### src/hw/esf_pkg.sv
// Constants for the erase status flag bank
// Operation
// - Status bit 6 reads 1 while an erase is suspended and 0 otherwise.
// - The erase-suspended bit reads 0 after reset, meaning no suspended erase.
// - The erase-error flag is set to 1 when the last erase failed and is not cleared by a later good erase.
// - The erase-error flag is also set when an erase targets a protected sector.
// - The erase-error flag stays set until a clear-status transaction or a hard or soft reset.
// - The device does not enter standby while the erase-error flag is set.
// - The erase-error flag sits in bit 5 of the volatile status register and is host readable.
package esf_pkg;
  // ==========================================================
  // Register byte addresses
  localparam logic [7:0] ESF_ADR_STATUS   = 8'h00;
  localparam logic [7:0] ESF_ADR_CTRL     = 8'h04;
  localparam logic [7:0] ESF_ADR_IRQ_STS  = 8'h08;
  localparam logic [7:0] ESF_ADR_IRQ_MASK = 8'h0C;
  // ==========================================================
  // Field positions
  localparam int ESF_BIT_SUSP      = 6;
  localparam int ESF_BIT_ERR       = 5;
  localparam int ESF_BIT_CLR_STS   = 0;
  localparam int ESF_BIT_SWRST     = 1;
  localparam int ESF_IRQ_ERR       = 0;
  localparam int ESF_IRQ_SUSP      = 1;
  localparam int ESF_IRQ_RESUME    = 2;
  localparam int ESF_IRQ_W         = 3;
  // ==========================================================
  // Reset values
  localparam logic       ESF_RST_SUSP  = 1'b0;
  localparam logic       ESF_RST_ERR   = 1'b0;
  localparam logic [2:0] ESF_RST_IRQ   = 3'h0;
  localparam logic       ESF_RST_PIN   = 1'b1;
  localparam logic [2:0] ESF_RST_SYNC  = 3'h7;
endpackage

### src/hw/esf_flags.sv
// Erase status flags with Wishbone slave and interrupt
`timescale 1ns/1ps
module esf_flags
  import esf_pkg::*;
(
  input  wire logic        clk_i,
  input  wire logic        rst_i,
  input  wire logic        wb_cyc_i,
  input  wire logic        wb_stb_i,
  input  wire logic        wb_we_i,
  input  wire logic [7:0]  wb_adr_i,
  input  wire logic [3:0]  wb_sel_i,
  input  wire logic [31:0] wb_dat_i,
  output logic [31:0]      wb_dat_o,
  output logic             wb_ack_o,
  input  wire logic        hw_reset_n_i,
  input  wire logic        erase_done_i,
  input  wire logic        erase_fail_i,
  input  wire logic        erase_prot_i,
  input  wire logic        erase_suspend_i,
  input  wire logic        erase_resume_i,
  input  wire logic        standby_req_i,
  output logic             standby_o,
  output logic             erase_suspended_o,
  output logic             erase_error_o,
  output logic             irq_o
);
  logic       susp_q;
  logic       err_q;
  logic [2:0] irq_sts_q;
  logic [2:0] irq_mask_q;
  logic       ack_q;
  logic [31:0] dat_q;
  logic       pin_lvl;
  logic       hw_rst;
  logic       wr_en;
  logic       clr_sts;
  logic       sw_rst;
  logic       err_set;
  logic       err_clr;
  logic       flag_rst;
  logic [2:0] irq_ev;

  // ==========================================================
  // Reset pin comes from outside the clock domain
  esf_pin_sync u_pin_sync (
    .clk_i   (clk_i),
    .rst_i   (rst_i),
    .pin_i   (hw_reset_n_i),
    .level_o (pin_lvl)
  );
  assign hw_rst = ~pin_lvl;

  // ==========================================================
  // Address match, shared by read and write paths
  function automatic logic adr_is(input logic [7:0] a, input logic [7:0] r);
    adr_is = (a == r);
  endfunction

  // ==========================================================
  // Wishbone classic: ack one cycle after the request, one cycle wide
  always_ff @(posedge clk_i) begin
    if (rst_i) begin
      ack_q <= 1'b0;
    end else begin
      ack_q <= wb_cyc_i & wb_stb_i & ~ack_q;
    end
  end
  assign wb_ack_o = ack_q;

  // Write lands on the edge where the master sees ack
  assign wr_en   = wb_cyc_i & wb_stb_i & wb_we_i & ack_q & wb_sel_i[0];
  assign clr_sts = wr_en & adr_is(wb_adr_i, ESF_ADR_CTRL) & wb_dat_i[ESF_BIT_CLR_STS];
  assign sw_rst  = wr_en & adr_is(wb_adr_i, ESF_ADR_CTRL) & wb_dat_i[ESF_BIT_SWRST];

  // Read data captured with the request; unmapped reads as zero
  always_ff @(posedge clk_i) begin
    if (rst_i) begin
      dat_q <= 32'h0000_0000;
    end else if (wb_cyc_i & wb_stb_i & ~ack_q) begin
      dat_q <= 32'h0000_0000;
      if (adr_is(wb_adr_i, ESF_ADR_STATUS)) begin
        dat_q[ESF_BIT_SUSP] <= susp_q;
        dat_q[ESF_BIT_ERR]  <= err_q;
      end else if (adr_is(wb_adr_i, ESF_ADR_IRQ_STS)) begin
        dat_q[ESF_IRQ_W-1:0] <= irq_sts_q;
      end else if (adr_is(wb_adr_i, ESF_ADR_IRQ_MASK)) begin
        dat_q[ESF_IRQ_W-1:0] <= irq_mask_q;
      end
    end
  end
  assign wb_dat_o = dat_q;

  // ==========================================================
  // Erase-suspended flag
  assign flag_rst = hw_rst | sw_rst;
  always_ff @(posedge clk_i) begin
    if (rst_i) begin
      susp_q <= ESF_RST_SUSP;
    end else if (flag_rst) begin
      susp_q <= 1'b0;
    end else if (erase_suspend_i) begin
      susp_q <= 1'b1;
    end else if (erase_resume_i) begin
      susp_q <= 1'b0;
    end
  end

  // ==========================================================
  // Erase-error flag; a new fault beats a same-cycle clear
  assign err_set = (erase_done_i & erase_fail_i) | erase_prot_i;
  assign err_clr = clr_sts | flag_rst;
  always_ff @(posedge clk_i) begin
    if (rst_i) begin
      err_q <= ESF_RST_ERR;
    end else if (err_set) begin
      err_q <= 1'b1;
    end else if (err_clr) begin
      err_q <= 1'b0;
    end
  end
  // No clear on a good erase: a later success must not hide the old fault

  // Standby gated by an outstanding error
  assign standby_o         = standby_req_i & ~err_q;
  assign erase_suspended_o = susp_q;
  assign erase_error_o     = err_q;

  // ==========================================================
  // Interrupt status, write one to clear, set wins
  assign irq_ev = {erase_resume_i & susp_q, erase_suspend_i, err_set};
  always_ff @(posedge clk_i) begin
    if (rst_i) begin
      irq_sts_q <= ESF_RST_IRQ;
    end else if (wr_en & adr_is(wb_adr_i, ESF_ADR_IRQ_STS)) begin
      irq_sts_q <= (irq_sts_q & ~wb_dat_i[ESF_IRQ_W-1:0]) | irq_ev;
    end else begin
      irq_sts_q <= irq_sts_q | irq_ev;
    end
  end

  always_ff @(posedge clk_i) begin
    if (rst_i) begin
      irq_mask_q <= ESF_RST_IRQ;
    end else if (wr_en & adr_is(wb_adr_i, ESF_ADR_IRQ_MASK)) begin
      irq_mask_q <= wb_dat_i[ESF_IRQ_W-1:0];
    end
  end
  assign irq_o = |(irq_sts_q & irq_mask_q);
endmodule

### src/hw/esf_pin_sync.sv
// Three-stage pin synchroniser with agreement filter
`timescale 1ns/1ps
module esf_pin_sync
  import esf_pkg::*;
(
  input  wire logic clk_i,
  input  wire logic rst_i,
  input  wire logic pin_i,
  output logic      level_o
);
  logic [2:0] sync_q;

  // ==========================================================
  // Sync chain; only stages two and three feed the filter
  always_ff @(posedge clk_i) begin
    if (rst_i) begin
      sync_q <= ESF_RST_SYNC;
    end else begin
      sync_q <= {sync_q[1:0], pin_i};
    end
  end

  // Level changes only once the two late stages agree
  always_ff @(posedge clk_i) begin
    if (rst_i) begin
      level_o <= ESF_RST_PIN;
    end else if (sync_q[1] == sync_q[2]) begin
      level_o <= sync_q[2];
    end
  end
endmodule

### config.mk
export PLATFORM = sky130hd
export DESIGN_NAME = esf_flags
export DESIGN_NICKNAME = d
export VERILOG_FILES = /design/src/hw/esf_pkg.sv /design/src/hw/esf_flags.sv /design/src/hw/esf_pin_sync.sv
export SDC_FILE = /design/constraint.sdc
export NUM_CORES = 1
export LEC_CHECK = 0
export BUFFER_PORTS_ARGS = -buffer_cell sky130_fd_sc_hd__buf_4
export CAP_MARGIN = 40
export CORE_ASPECT_RATIO = 0.75
export CORE_MARGIN = 1
export CORE_UTILIZATION = 37
export DETAILED_ROUTE_END_ITERATION = 7
export PLACE_DENSITY = 0.8
export SLEW_MARGIN = 40
export SYNTH_ARGS = -nofsm -noshare
export SYNTH_HDL_FRONTEND = slang
export SYNTH_HIERARCHICAL = 1
export SYNTH_SLANG_ARGS = --single-unit
### constraint.sdc
create_clock -name clk_i -period 1.75 [get_ports clk_i]
set_clock_uncertainty 0.1 [all_clocks]
set_input_delay 0.35 -clock clk_i [delete_from_list [all_inputs] [get_ports clk_i]]
set_output_delay 0.35 -clock clk_i [all_outputs]
set_load 0.05 [all_outputs]
== Word-level counts from Yosys, hierarchy flattened ==
Cells that the tools add are included.
Storage, ports and cells
  flip-flop bits (word level): 18
  bits of input ports: 56
  output and inout bits: 37
Cells by class
  equality and inequality tests: 4
  mux-type cells: 9
  bitwise logic cells: 24
  reduce and logical (&&, ||, !) cells: 5
Operators with widths (number)
  $eq 8x4->1 const B: 2
  $and 1x1->1: 13
  $mux 3: 4
  $eq 8x3->1 const B: 1
  $logic_not 8->1: 1
  $and 3x3->3: 2
  $or 3x3->3: 2
  $mux 1: 4
  $reduce_bool 2->1: 2
  $not 1->1: 3
  $not 3->3: 1
  $or 1x1->1: 3
  $reduce_or 3->1: 1
  $mux 2: 1
  $reduce_or 2->1: 1
  $eq 1x1->1: 1

== Logic depth before layout (Yosys ltp) ==
Gate-level depths: netlist of run 1.
  word-level depth: 10
  gate-level depth with buffers: 3
  gate-level depth less buffers: 3

== By module ==
Netlist of run 1, hierarchy kept.
Modules (own cells, without submodules)
  esf_flags: instances 1, cells an instance 102, area an instance 917.1 µm², sequential area each 280.3 µm²
  esf_pin_sync: instances 1, cells an instance 10, area an instance 115.1 µm², sequential area each 80.1 µm²

== Least setup slack after synthesis of run 1 ==
OpenSTA, ideal clock, no wires.
  kind: register -> output
  start point: reg err_q (netlist: erase_error_o)
  end point: out standby_o
  data arrival time: 1.250 ns
  slack: 0.050 ns
  cell stages (with the launch flop): 2
  buffers on the path: 0
  cells stage by stage: dfxtp_1 -> nor2b_1
Between the ends
  word-level cells in the longest chain between the ends: 2
Ends and longest elaborated chain
  start: declaration: RTL line esf_flags.sv:29  | logic err_q;
  start signal: assignment: RTL line esf_flags.sv:115  | err_q <= ESF_RST_ERR;
  start signal: assignment: RTL line esf_flags.sv:117  | err_q <= 1'b1;
  start signal: assignment: RTL line esf_flags.sv:119  | err_q <= 1'b0;
  $not 1->1: RTL line esf_flags.sv:125  | assign standby_o = standby_req_i & ~err_q;
  $and 1x1->1: RTL line esf_flags.sv:125
  end: declaration: RTL line esf_flags.sv:23  | output logic standby_o,
Every way passes these cells.

== Worst setup path in the final report of run 1 ==
  start point: reg irq_mask_q[1]
  end point: out irq_o
Between the ends
  word-level cells in the longest chain between the ends: 2
Ends and longest elaborated chain
  start: declaration: RTL line esf_flags.sv:31  | logic [2:0] irq_mask_q;
  start signal: assignment: RTL line esf_flags.sv:146  | irq_mask_q <= wb_dat_i[ESF_IRQ_W-1:0];
  $and 3x3->3: RTL line esf_flags.sv:149  | assign irq_o = |(irq_sts_q & irq_mask_q);
  $reduce_or 3->1: RTL line esf_flags.sv:149
  end: declaration: RTL line esf_flags.sv:26  | output logic irq_o
Every way passes these cells.

==> results of run 1 <==
[layout make-up]
cell class              instances  area [sq um]
clock buffers                   4         55.05
repair buffers                 33         247.7
flip-flops and latches         18         360.3
fillers                       261          1351
well taps                      36         45.04
inverters                       4         15.01
multi-input cells              88         548.0
[final timing paths]
path	from	to	cells past startpoint
setup / recovery	irq_mask_q[1]	irq_o	3
setup reg to reg	wb_ack_o	irq_mask_q[2]	3
hold / removal	hw_reset_n_i	u_pin_sync/sync_q[0]	2
hold reg to reg	u_pin_sync/sync_q[0]	u_pin_sync/sync_q[1]	1
[through the flow]
step | utilization | setup slack [ns] | hold slack, ns
2_1_floorplan | - | 0.04977 | 0.2854
3_3_place_gp | 0.4637 | 0.1582 | 0.2946
3_5_place_dp | 0.4637 | 0.1159 | 0.2984
4_1_cts | 0.4847 | 0.04994 | 0.1695
5_1_grt | 0.4847 | 0.002952 | 0.1823
6_report | 0.4847 | 0.05440 | 0.1753
[kinds of logic after synthesis]
logic type	Yosys count	share of synthesized area
other cells	1	0.003633
compound gates	17	0.1151
buf+inv	32	0.2145
mux	6	0.06182
flops	18	0.3491
simple gates	38	0.2558
[Yosys cell counts, types with 2 or more instances]
| library cell | n |
|---|---|
| or2_1 | 3 |
| nand3_1 | 2 |
| nor2_1 | 3 |
| mux2_2 | 3 |
| a21oi_1 | 9 |
| buf_4 | 27 |
| a311oi_1 | 3 |
| nand2b_1 | 6 |
| nand3b_1 | 2 |
| dfxtp_1 | 18 |
| nand4_1 | 5 |
| nand2_1 | 6 |
| inv_1 | 4 |
| nor2b_1 | 2 |
| mux2i_1 | 3 |
| and3b_1 | 2 |
[critical path, stage by stage, from the launching register on]
cell      delay [ns]
dfxtp_1         0.33
a222oi_1        0.39
inv_1           0.07
buf_4           0.19
[routing by layer]
layer  up-vias  GRT usage
met2        41     0.2473
met3         7    0.04048
met1       414     0.1605
met5         -          0
met4         0    0.09767
li1        412          -
[flip-flops by register name, summed over array words and instances, names as in the netlist]
register            count
wb_dat_o                5
irq_mask_q              3
irq_sts_q               3
u_pin_sync/sync_q       3
erase_error_o           1
erase_suspended_o       1
u_pin_sync/level_o      1
wb_ack_o                1
[power by group through the flow]
| stage | registers [uW] | clock network, uW | logic (uW) |
|---|---|---|---|
| after global routing | 436 | 360 | 279 |
| after detailed placement | 444 | 0 | 262 |
| after global placement | 443 | 0 | 259 |
| final | 435 | 338 | 263 |
| after CTS | 435 | 346 | 263 |
| after floorplan | 459 | 0 | 221 |
==> results.py, run 1 <==
metrics = {
    "power": {
        "power.switching_uw": 345.9,
        "leakage_uw": 0.0005796,
        "clkPwrFrac": 0.326,
        "power.density_nw_per_um2": 814.7,
        "p_total_uw": 1036,
        "intPower_uw": 689.7,
        "vdd_drop_max_mv": 0.5518,
        "seqPwrFrac": 0.420,
        "pwr-share-comb": 0.254,
        "switching_share": 0.3340,
    },
    "timing": {
        "fin_crit_sh": 0.9689,
        "min_period_ns": 1.696,
        "setup_tns_ns": 0,
        "finalHoldViolCount": 0,
        "final-setup-viol-count": 0,
        "rsz0062_at_grt": "no",
        "slew_violations": 0,
        "fmax_ghz": 0.5898,
    },
    "clock_tree": {
        "post_cts_buffers": 0,
        "path_clk_slew_ns": 0.07,
        "clock_sinks": 18,
        "clockBufferDepth": 2,
        "htreeDepth": 1,
        "insertion_delay_ns": 0.26,
        "cts_tree": "built",
        "cts_hold_buf": 0,
        "cts_resized": 0,
        "cts_root_buffer": "clkbuf_8",
        "numCtsBuffers": 3,
    },
    "yosys": {
        "yosys.area.top_type_share": 0.3491,
        "yosys_warnings": 6,
        "yosysSeqAreaShare": 0.3491,
        "netlist_area_sq_um": 1032,
        "avgSynthCellArea_sq_um": 9.216,
        "async_flop_share": 0,
        "synth_cell_types": 30,
        "synthCells": 112,
        "synth_ff_type": "dfxtp_1",
        "synth_seq_cells": 18,
        "synth_edf_count": 0,
        "yosysTopAreaCell": "dfxtp_1",
        "synth.area.top_cells": "dfxtp_1 (35%), buf_4 (20%), a21oi_1 (4.4%), nand2b_1 (3.6%), mux2_2 (3.3%)",
    },
    "critical_path": {
        "worstSetupPathType": "reg2out",
        "required_ns": 1.30,
        "r2r_setup_slack_ns": 0.54,
        "cp-end-kind": "primary output",
        "cp_max_fo": 3,
        "cp.arrival_ns": 1.25,
        "startpoint_type": "flop",
    },
    "floorplan": {
        "placementRows": 16,
        "fp.dieArea_sq_um": 3007,
        "initial_core_util": 0.3936,
        "io_pins": 93,
        "core_area_sq_um": 2623,
        "dieWidth_um": 62.99,
        "die_y_um": 47.75,
    },
    "routing": {
        "route.top_layer_used": "met4",
        "dr.first_iter.drc_count": 15,
        "dr.pass1.iters": 6,
        "m1WireLength_um": 867,
        "final_antenna_net_count": 0,
        "routedWlPerCell_um": 11.40,
        "dr_wl_met3_um": 156,
        "vias": 874,
        "avgViaCountPerCell": 4.776,
        "dr_wl_met2_um": 1005,
        "drc": 0,
        "finalWirelength_um": 2086,
    },
    "grt": {
        "grt_overflow": 0,
        "grt_pass1_wl_um": 3111,
        "grt_pass1_vias": 679,
        "antenna_found_initial": 0,
        "grt_max_degree": 23,
        "grtUsageTotal": 0.1423,
    },
    "final_layout": {
        "final_area_sq_um": 1271,
        "layout_common_cells": "buf_4 (33), conb_1 (27), dfxtp_1 (18)",
        "layout_commonest_cell": "buf_4",
        "drive_above_1_share": 0.2993,
        "nNetsFinal": 204,
        "area_growth_pct": 23.15,
        "fin_cells": 183,
        "antenna_cells": 0,
    },
    "outcome": {
        "outcome": "finished, final reports clean",
    },
    "place": {
        "post_dp_cell_area_sq_um": 1216,
        "portBuffers": 33,
        "dp_hpwl_um": 1630,
        "place_inst": 179,
        "gp_congestion": 0.7953,
    },
    "run": {
        "max_cap_violations": 0,
    },
    "hold_path": {
        "holdCritPathClass": "in2reg",
    },
}
No activity file was read; power rests on OpenSTA's default activity.
==> run 2, diff against run 1 <==
--- a/config.mk
+++ b/config.mk
@@ -8,7 +8,7 @@
 export BUFFER_PORTS_ARGS = -buffer_cell sky130_fd_sc_hd__buf_4
 export CAP_MARGIN = 40
 export CORE_ASPECT_RATIO = 0.75
-export CORE_MARGIN = 1
+export CORE_MARGIN = 3
 export CORE_UTILIZATION = 37
 export DETAILED_ROUTE_END_ITERATION = 7
 export PLACE_DENSITY = 0.8
==> results.py, run 2 (synthesis gave the netlist of run 1 again) <==
metrics = {
    "outcome": {
        "outcome": "finished, final reports clean",
    },
    "routing": {
        "vias": 860,
        "dr.pass1.iters": 4,
        "final_antenna_net_count": 0,
        "finalWirelength_um": 2221,
        "drc": 0,
        "dr.first_iter.drc_count": 13,
        "routedWlPerCell_um": 12.34,
        "avgViaCountPerCell": 4.778,
    },
    "final_layout": {
        "layout_commonest_cell": "buf_4",
        "layout_common_cells": "buf_4 (33), conb_1 (27), dfxtp_1 (18)",
        "area_growth_pct": 21.58,
        "fin_cells": 180,
        "fillers": 228,
        "largest_reg_flops": 5,
        "regArea_sq_um": 360.3,
        "antenna_cells": 0,
        "multi_input_area_sq_um": 548.0,
        "utilization": 0.5066,
        "drive_above_1_share": 0.2945,
        "nNetsFinal": 204,
    },
    "clock_tree": {
        "path_clk_slew_ns": 0.07,
        "insertion_delay_ns": 0.25,
        "htreeDepth": 1,
        "clockBufferDepth": 2,
        "clock_sinks": 18,
        "cts_resized": 0,
        "cts_tree": "built",
        "cts_hold_buf": 0,
        "post_cts_buffers": 0,
        "numCtsBuffers": 3,
        "cts_root_buffer": "clkbuf_8",
    },
    "critical_path": {
        "startpoint_type": "flop",
        "cp_max_fo": 3,
        "cp-end-kind": "primary output",
        "required_ns": 1.30,
        "worstSetupPathType": "reg2out",
        "cp.arrival_ns": 1.16,
    },
    "run": {
        "max_cap_violations": 0,
    },
    "timing": {
        "fin_crit_sh": 0.9218,
        "final-setup-viol-count": 0,
        "min_period_ns": 1.613,
        "setup_tns_ns": 0,
        "rsz0062_at_grt": "no",
        "fmax_ghz": 0.6199,
        "slew_violations": 0,
        "worst_slack_ns": 0.1369,
        "finalHoldViolCount": 0,
    },
    "place": {
        "portBuffers": 33,
        "gp_congestion": 0.7240,
        "place_ws_ns": 0.1107,
        "place_inst": 177,
        "dp_hpwl_um": 1831,
    },
    "grt": {
        "grt_pass1_wl_um": 3367,
        "grt_max_degree": 23,
        "antenna_found_initial": 0,
        "grt-busiest-layer": "met2",
        "grt_overflow": 0,
        "met3_usage": 0.04968,
        "grt_use_met2": 0.2105,
        "grt_pass1_vias": 791,
        "grtUsageTotal": 0.1279,
        "grt_util_met1": 0.1532,
    },
    "power": {
        "vdd_drop_max_mv": 0.4771,
        "leakage_uw": 0.0005726,
        "power.density_nw_per_um2": 784.1,
    },
    "hold_path": {
        "holdCritPathClass": "in2reg",
    },
    "floorplan": {
        "die_y_um": 51.75,
        "dieWidth_um": 66.99,
        "placementRows": 15,
        "core_area_sq_um": 2477,
        "fp.dieArea_sq_um": 3466,
        "io_pins": 93,
        "initial_core_util": 0.4167,
    },
}
[run 2: cell types whose count changed in the layout (fill, tap and decap cells not counted), sizes merged]
cell	delta
clkbuf	-1
[run 2: metrics by stage]
step | hold slack [ns] | cell area (sq um) | power [uW]
2_1_floorplan | 0.2854 | 1130 | 679.6
3_3_place_gp | 0.2935 | 1214 | 702.3
3_5_place_dp | 0.3064 | 1214 | 706.2
4_1_cts | 0.1822 | 1255 | 985.1
5_1_grt | 0.1987 | 1255 | 1021
6_report | 0.1816 | 1255 | 984.0
[run 2: critical path, stage by stage (launching register included)]
cell	delay [ns]
dfxtp_1	0.33
a222oi_1	0.33
inv_1	0.06
buf_4	0.19
[run 2: final cells by class]
type | count | area share
tap | 34 | 0.03390
inverter | 4 | 0.01196
sequential | 18 | 0.2871
timing repair buffer | 33 | 0.1974
clock buffer | 3 | 0.03290
multi-input combinational | 88 | 0.4367
[run 2: worst paths after layout]
path	slack, ns	depth (start not counted)	end	from
max reg2reg	0.50	3	irq_mask_q[1]	wb_ack_o
min	0.18	2	u_pin_sync/sync_q[0]	hw_reset_n_i
min reg2reg	0.32	1	u_pin_sync/sync_q[1]	u_pin_sync/sync_q[0]
max	0.14	3	irq_o	irq_sts_q[1]
[run 2: layer usage]
layer / vias to the layer above / wire length (um)
met4: 0 / 34
met2: 38 / 1084
met3: 4 / 190
met1: 408 / 912
li1: 410 / -
met5: - / 0
[run 2: power breakdown]
group	switching, uW	leakage (uW)	internal (uW)
sequential	11.8	0.000147	423
combinational	197	0.000404	67.0
clock	132	0.0000216	153
total	341	0.000573	643
==> run 3, diff against run 2 <==
--- a/config.mk
+++ b/config.mk
@@ -5,13 +5,14 @@
 export SDC_FILE = /design/constraint.sdc
 export NUM_CORES = 1
 export LEC_CHECK = 0
+export ABC_AREA = 1
 export BUFFER_PORTS_ARGS = -buffer_cell sky130_fd_sc_hd__buf_4
 export CAP_MARGIN = 40
 export CORE_ASPECT_RATIO = 0.75
 export CORE_MARGIN = 3
-export CORE_UTILIZATION = 37
+export CORE_UTILIZATION = 36
 export DETAILED_ROUTE_END_ITERATION = 7
-export PLACE_DENSITY = 0.8
+export PLACE_DENSITY = 0.78
 export SLEW_MARGIN = 40
 export SYNTH_ARGS = -nofsm -noshare
 export SYNTH_HDL_FRONTEND = slang
==> results.py, run 3 <==
metrics = {
    "routing": {
        "routedWlPerCell_um": 8.871,
        "dr.first_iter.drc_count": 27,
        "drc": 0,
        "dr.pass1.iters": 4,
        "finalWirelength_um": 1925,
        "avgViaCountPerCell": 4.065,
        "final_antenna_net_count": 0,
        "vias": 882,
    },
    "floorplan": {
        "placementRows": 16,
        "die_y_um": 51.98,
        "core_area_sq_um": 2643,
        "initial_core_util": 0.3840,
        "fp.dieArea_sq_um": 3499,
        "io_pins": 93,
        "dieWidth_um": 67.31,
    },
    "yosys": {
        "async_flop_share": 0,
        "yosys-top-cells-count": "nand2_1 (32), buf_4 (28), nor2_1 (19)",
        "yosys.area_share.adder": 0,
        "yosys.area_share.simple": 0.3083,
        "synth_compound_area_frac": 0.07028,
        "netlist_area_sq_um": 1015,
        "synth_ff_type": "dfxtp_1",
        "yosys.area.top_type_share": 0.3551,
        "synth.most_common_cell": "nand2_1",
        "synthCells": 147,
        "synth_edf_count": 0,
        "synth_cell_types": 19,
        "synth_top_family_by_area": "simple AND/OR/NAND/NOR gates",
        "synth_mux_area_frac": 0,
        "synth_seq_cells": 18,
        "avgSynthCellArea_sq_um": 6.903,
        "yosys_warnings": 6,
        "yosysTopAreaCell": "dfxtp_1",
        "synth.area.top_cells": "dfxtp_1 (36%), buf_4 (21%), nand2_1 (12%), nor2_1 (7.0%), inv_1 (4.8%)",
        "synth_xor_xnor_area_share": 0,
        "yosysSeqAreaShare": 0.3551,
    },
    "critical_path": {
        "startpoint_type": "flop",
        "reg2reg_to": "irq_mask_q[2]",
        "cpPeakStageDelay_ns": 0.37,
        "critPathLaunch": "irq_sts_q[2]",
        "r2r_start": "wb_ack_o",
        "crit_chain": "nand2_1 -> nand3_1 -> buf_4",
        "cp.arrival_ns": 0.94,
        "cp-end-kind": "primary output",
        "cp_max_fo": 3,
        "worstSetupPathType": "reg2out",
        "required_ns": 1.30,
        "r2r_setup_slack_ns": 0.43,
        "cpMaxStageDelayCell": "dfxtp_1",
        "r2r_cells": 6,
    },
    "clock_tree": {
        "path_clk_slew_ns": 0.06,
        "cts_hold_buf": 0,
        "cts_root_buffer": "clkbuf_8",
        "numCtsBuffers": 3,
        "post_cts_buffers": 0,
        "insertion_delay_ns": 0.25,
        "cts_tree": "built",
        "cts_resized": 0,
        "clock_sinks": 18,
        "htreeDepth": 1,
        "clockBufferDepth": 2,
    },
    "timing": {
        "min_period_ns": 1.394,
        "setup_tns_ns": 0,
        "final-setup-viol-count": 0,
        "fmax_ghz": 0.7172,
        "timing.hold.ws_ns": 0.1749,
        "finalHoldViolCount": 0,
        "rsz0062_at_grt": "no",
        "slew_violations": 0,
        "fin_crit_sh": 0.7967,
    },
    "final_layout": {
        "fin_cells": 217,
        "area_growth_pct": 22.81,
        "antenna_cells": 0,
        "nNetsFinal": 238,
        "fillers": 277,
        "regArea_sq_um": 360.3,
        "utilization": 0.4716,
        "layout_common_cells": "buf_4 (33), nand2_1 (32), conb_1 (27)",
        "layout_commonest_cell": "buf_4",
        "drive_above_1_share": 0.2431,
        "largest_reg_flops": 5,
        "multi_input_area_sq_um": 485.5,
    },
    "place": {
        "gp_congestion": 0.7953,
        "place_inst": 213,
        "portBuffers": 33,
        "dp_hpwl_um": 1633,
    },
    "grt": {
        "grtUsageTotal": 0.1196,
        "antenna_found_initial": 0,
        "grt_pass1_vias": 732,
        "grt_max_degree": 15,
        "grt_overflow": 0,
        "grt_pass1_wl_um": 3084,
    },
    "run": {
        "max_cap_violations": 0,
    },
    "power": {
        "intPower_uw": 683.6,
        "leakage_uw": 0.0006476,
        "clkPwrFrac": 0.323,
        "switching_share": 0.3335,
        "seqPwrFrac": 0.425,
        "pwr-share-comb": 0.252,
        "power.density_nw_per_um2": 823.0,
        "power.switching_uw": 342.0,
        "vdd_drop_max_mv": 0.5840,
    },
    "hold_path": {
        "min_to": "u_pin_sync/sync_q[0]",
        "hold_start": "hw_reset_n_i",
        "whs_path_depth": 2,
        "holdCritPathClass": "in2reg",
    },
    "outcome": {
        "outcome": "finished, final reports clean",
    },
}
[run 3: changes by cell type after synthesis, moves of 3 or more]
cell,change
inv_1,+9
nand2_1,+26
nor2_2,+4
nand3_1,+6
mux2_2,-3
mux2i_1,-3
nand2b_1,-6
a311oi_1,-3
nand4_1,-5
nor2_1,+16
[run 3: through the flow]
step	cell area [sq um]	setup slack (ns)	power [uW]
3_5_place_dp	1191	0.2528	703.2
5_1_grt	1246	0.2811	1075
2_1_floorplan	1112	0.08802	684.0
6_report	1246	0.3558	1026
4_1_cts	1246	0.3422	1039
3_3_place_gp	1191	0.2485	700.9
[run 3: metal layers]
metal | up-vias | share of wire | global-route usage
li1 | 467 | - | -
met1 | 374 | 0.44 | 0.1597
met2 | 37 | 0.43 | 0.1713
met3 | 4 | 0.12 | 0.04320
met4 | 0 | 0.012 | 0.05051
met5 | - | 0 | 0
[run 3: power groups by stage]
stage / Combinational, uW / Clock (uW) / Sequential, uW
6_report: 259 / 331 / 436
3_3_place_gp: 257 / 0 / 444
3_5_place_dp: 259 / 0 / 445
2_1_floorplan: 219 / 0 / 465
4_1_cts: 259 / 345 / 435
5_1_grt: 276 / 361 / 437
[run 3: logic make-up after synthesis]
| kind of cell | count (synthesis) |
|---|---|
| DFF | 18 |
| and+or+nand+nor | 71 |
| other | 1 |
| buffers and inverters | 43 |
| AOI/OAI and AO/OA | 14 |
[run 3: critical path, delay by kind of cell, from the launching register on]
kind          cells  cell delay, ns
flops             1            0.37
buf+inv           1            0.19
simple gates      2            0.14
[run 3: area by class of cell]
| cell class | count | area share |
|---|---|---|
| repair buffers | 33 | 0.1988 |
| clock buffers | 4 | 0.04418 |
| flip-flops and latches | 18 | 0.2892 |
| well taps | 36 | 0.03614 |
| multi-input cells | 112 | 0.3896 |
| inverters | 14 | 0.04217 |
[run 3: worst max-delay path by stage]
stage                    endpoint  slack, ns
floorplan               standby_o       0.09
global placement    irq_mask_q[2]       0.25
detailed placement  irq_mask_q[2]       0.25
CTS                         irq_o       0.34
global route                irq_o       0.28
finish                      irq_o       0.36
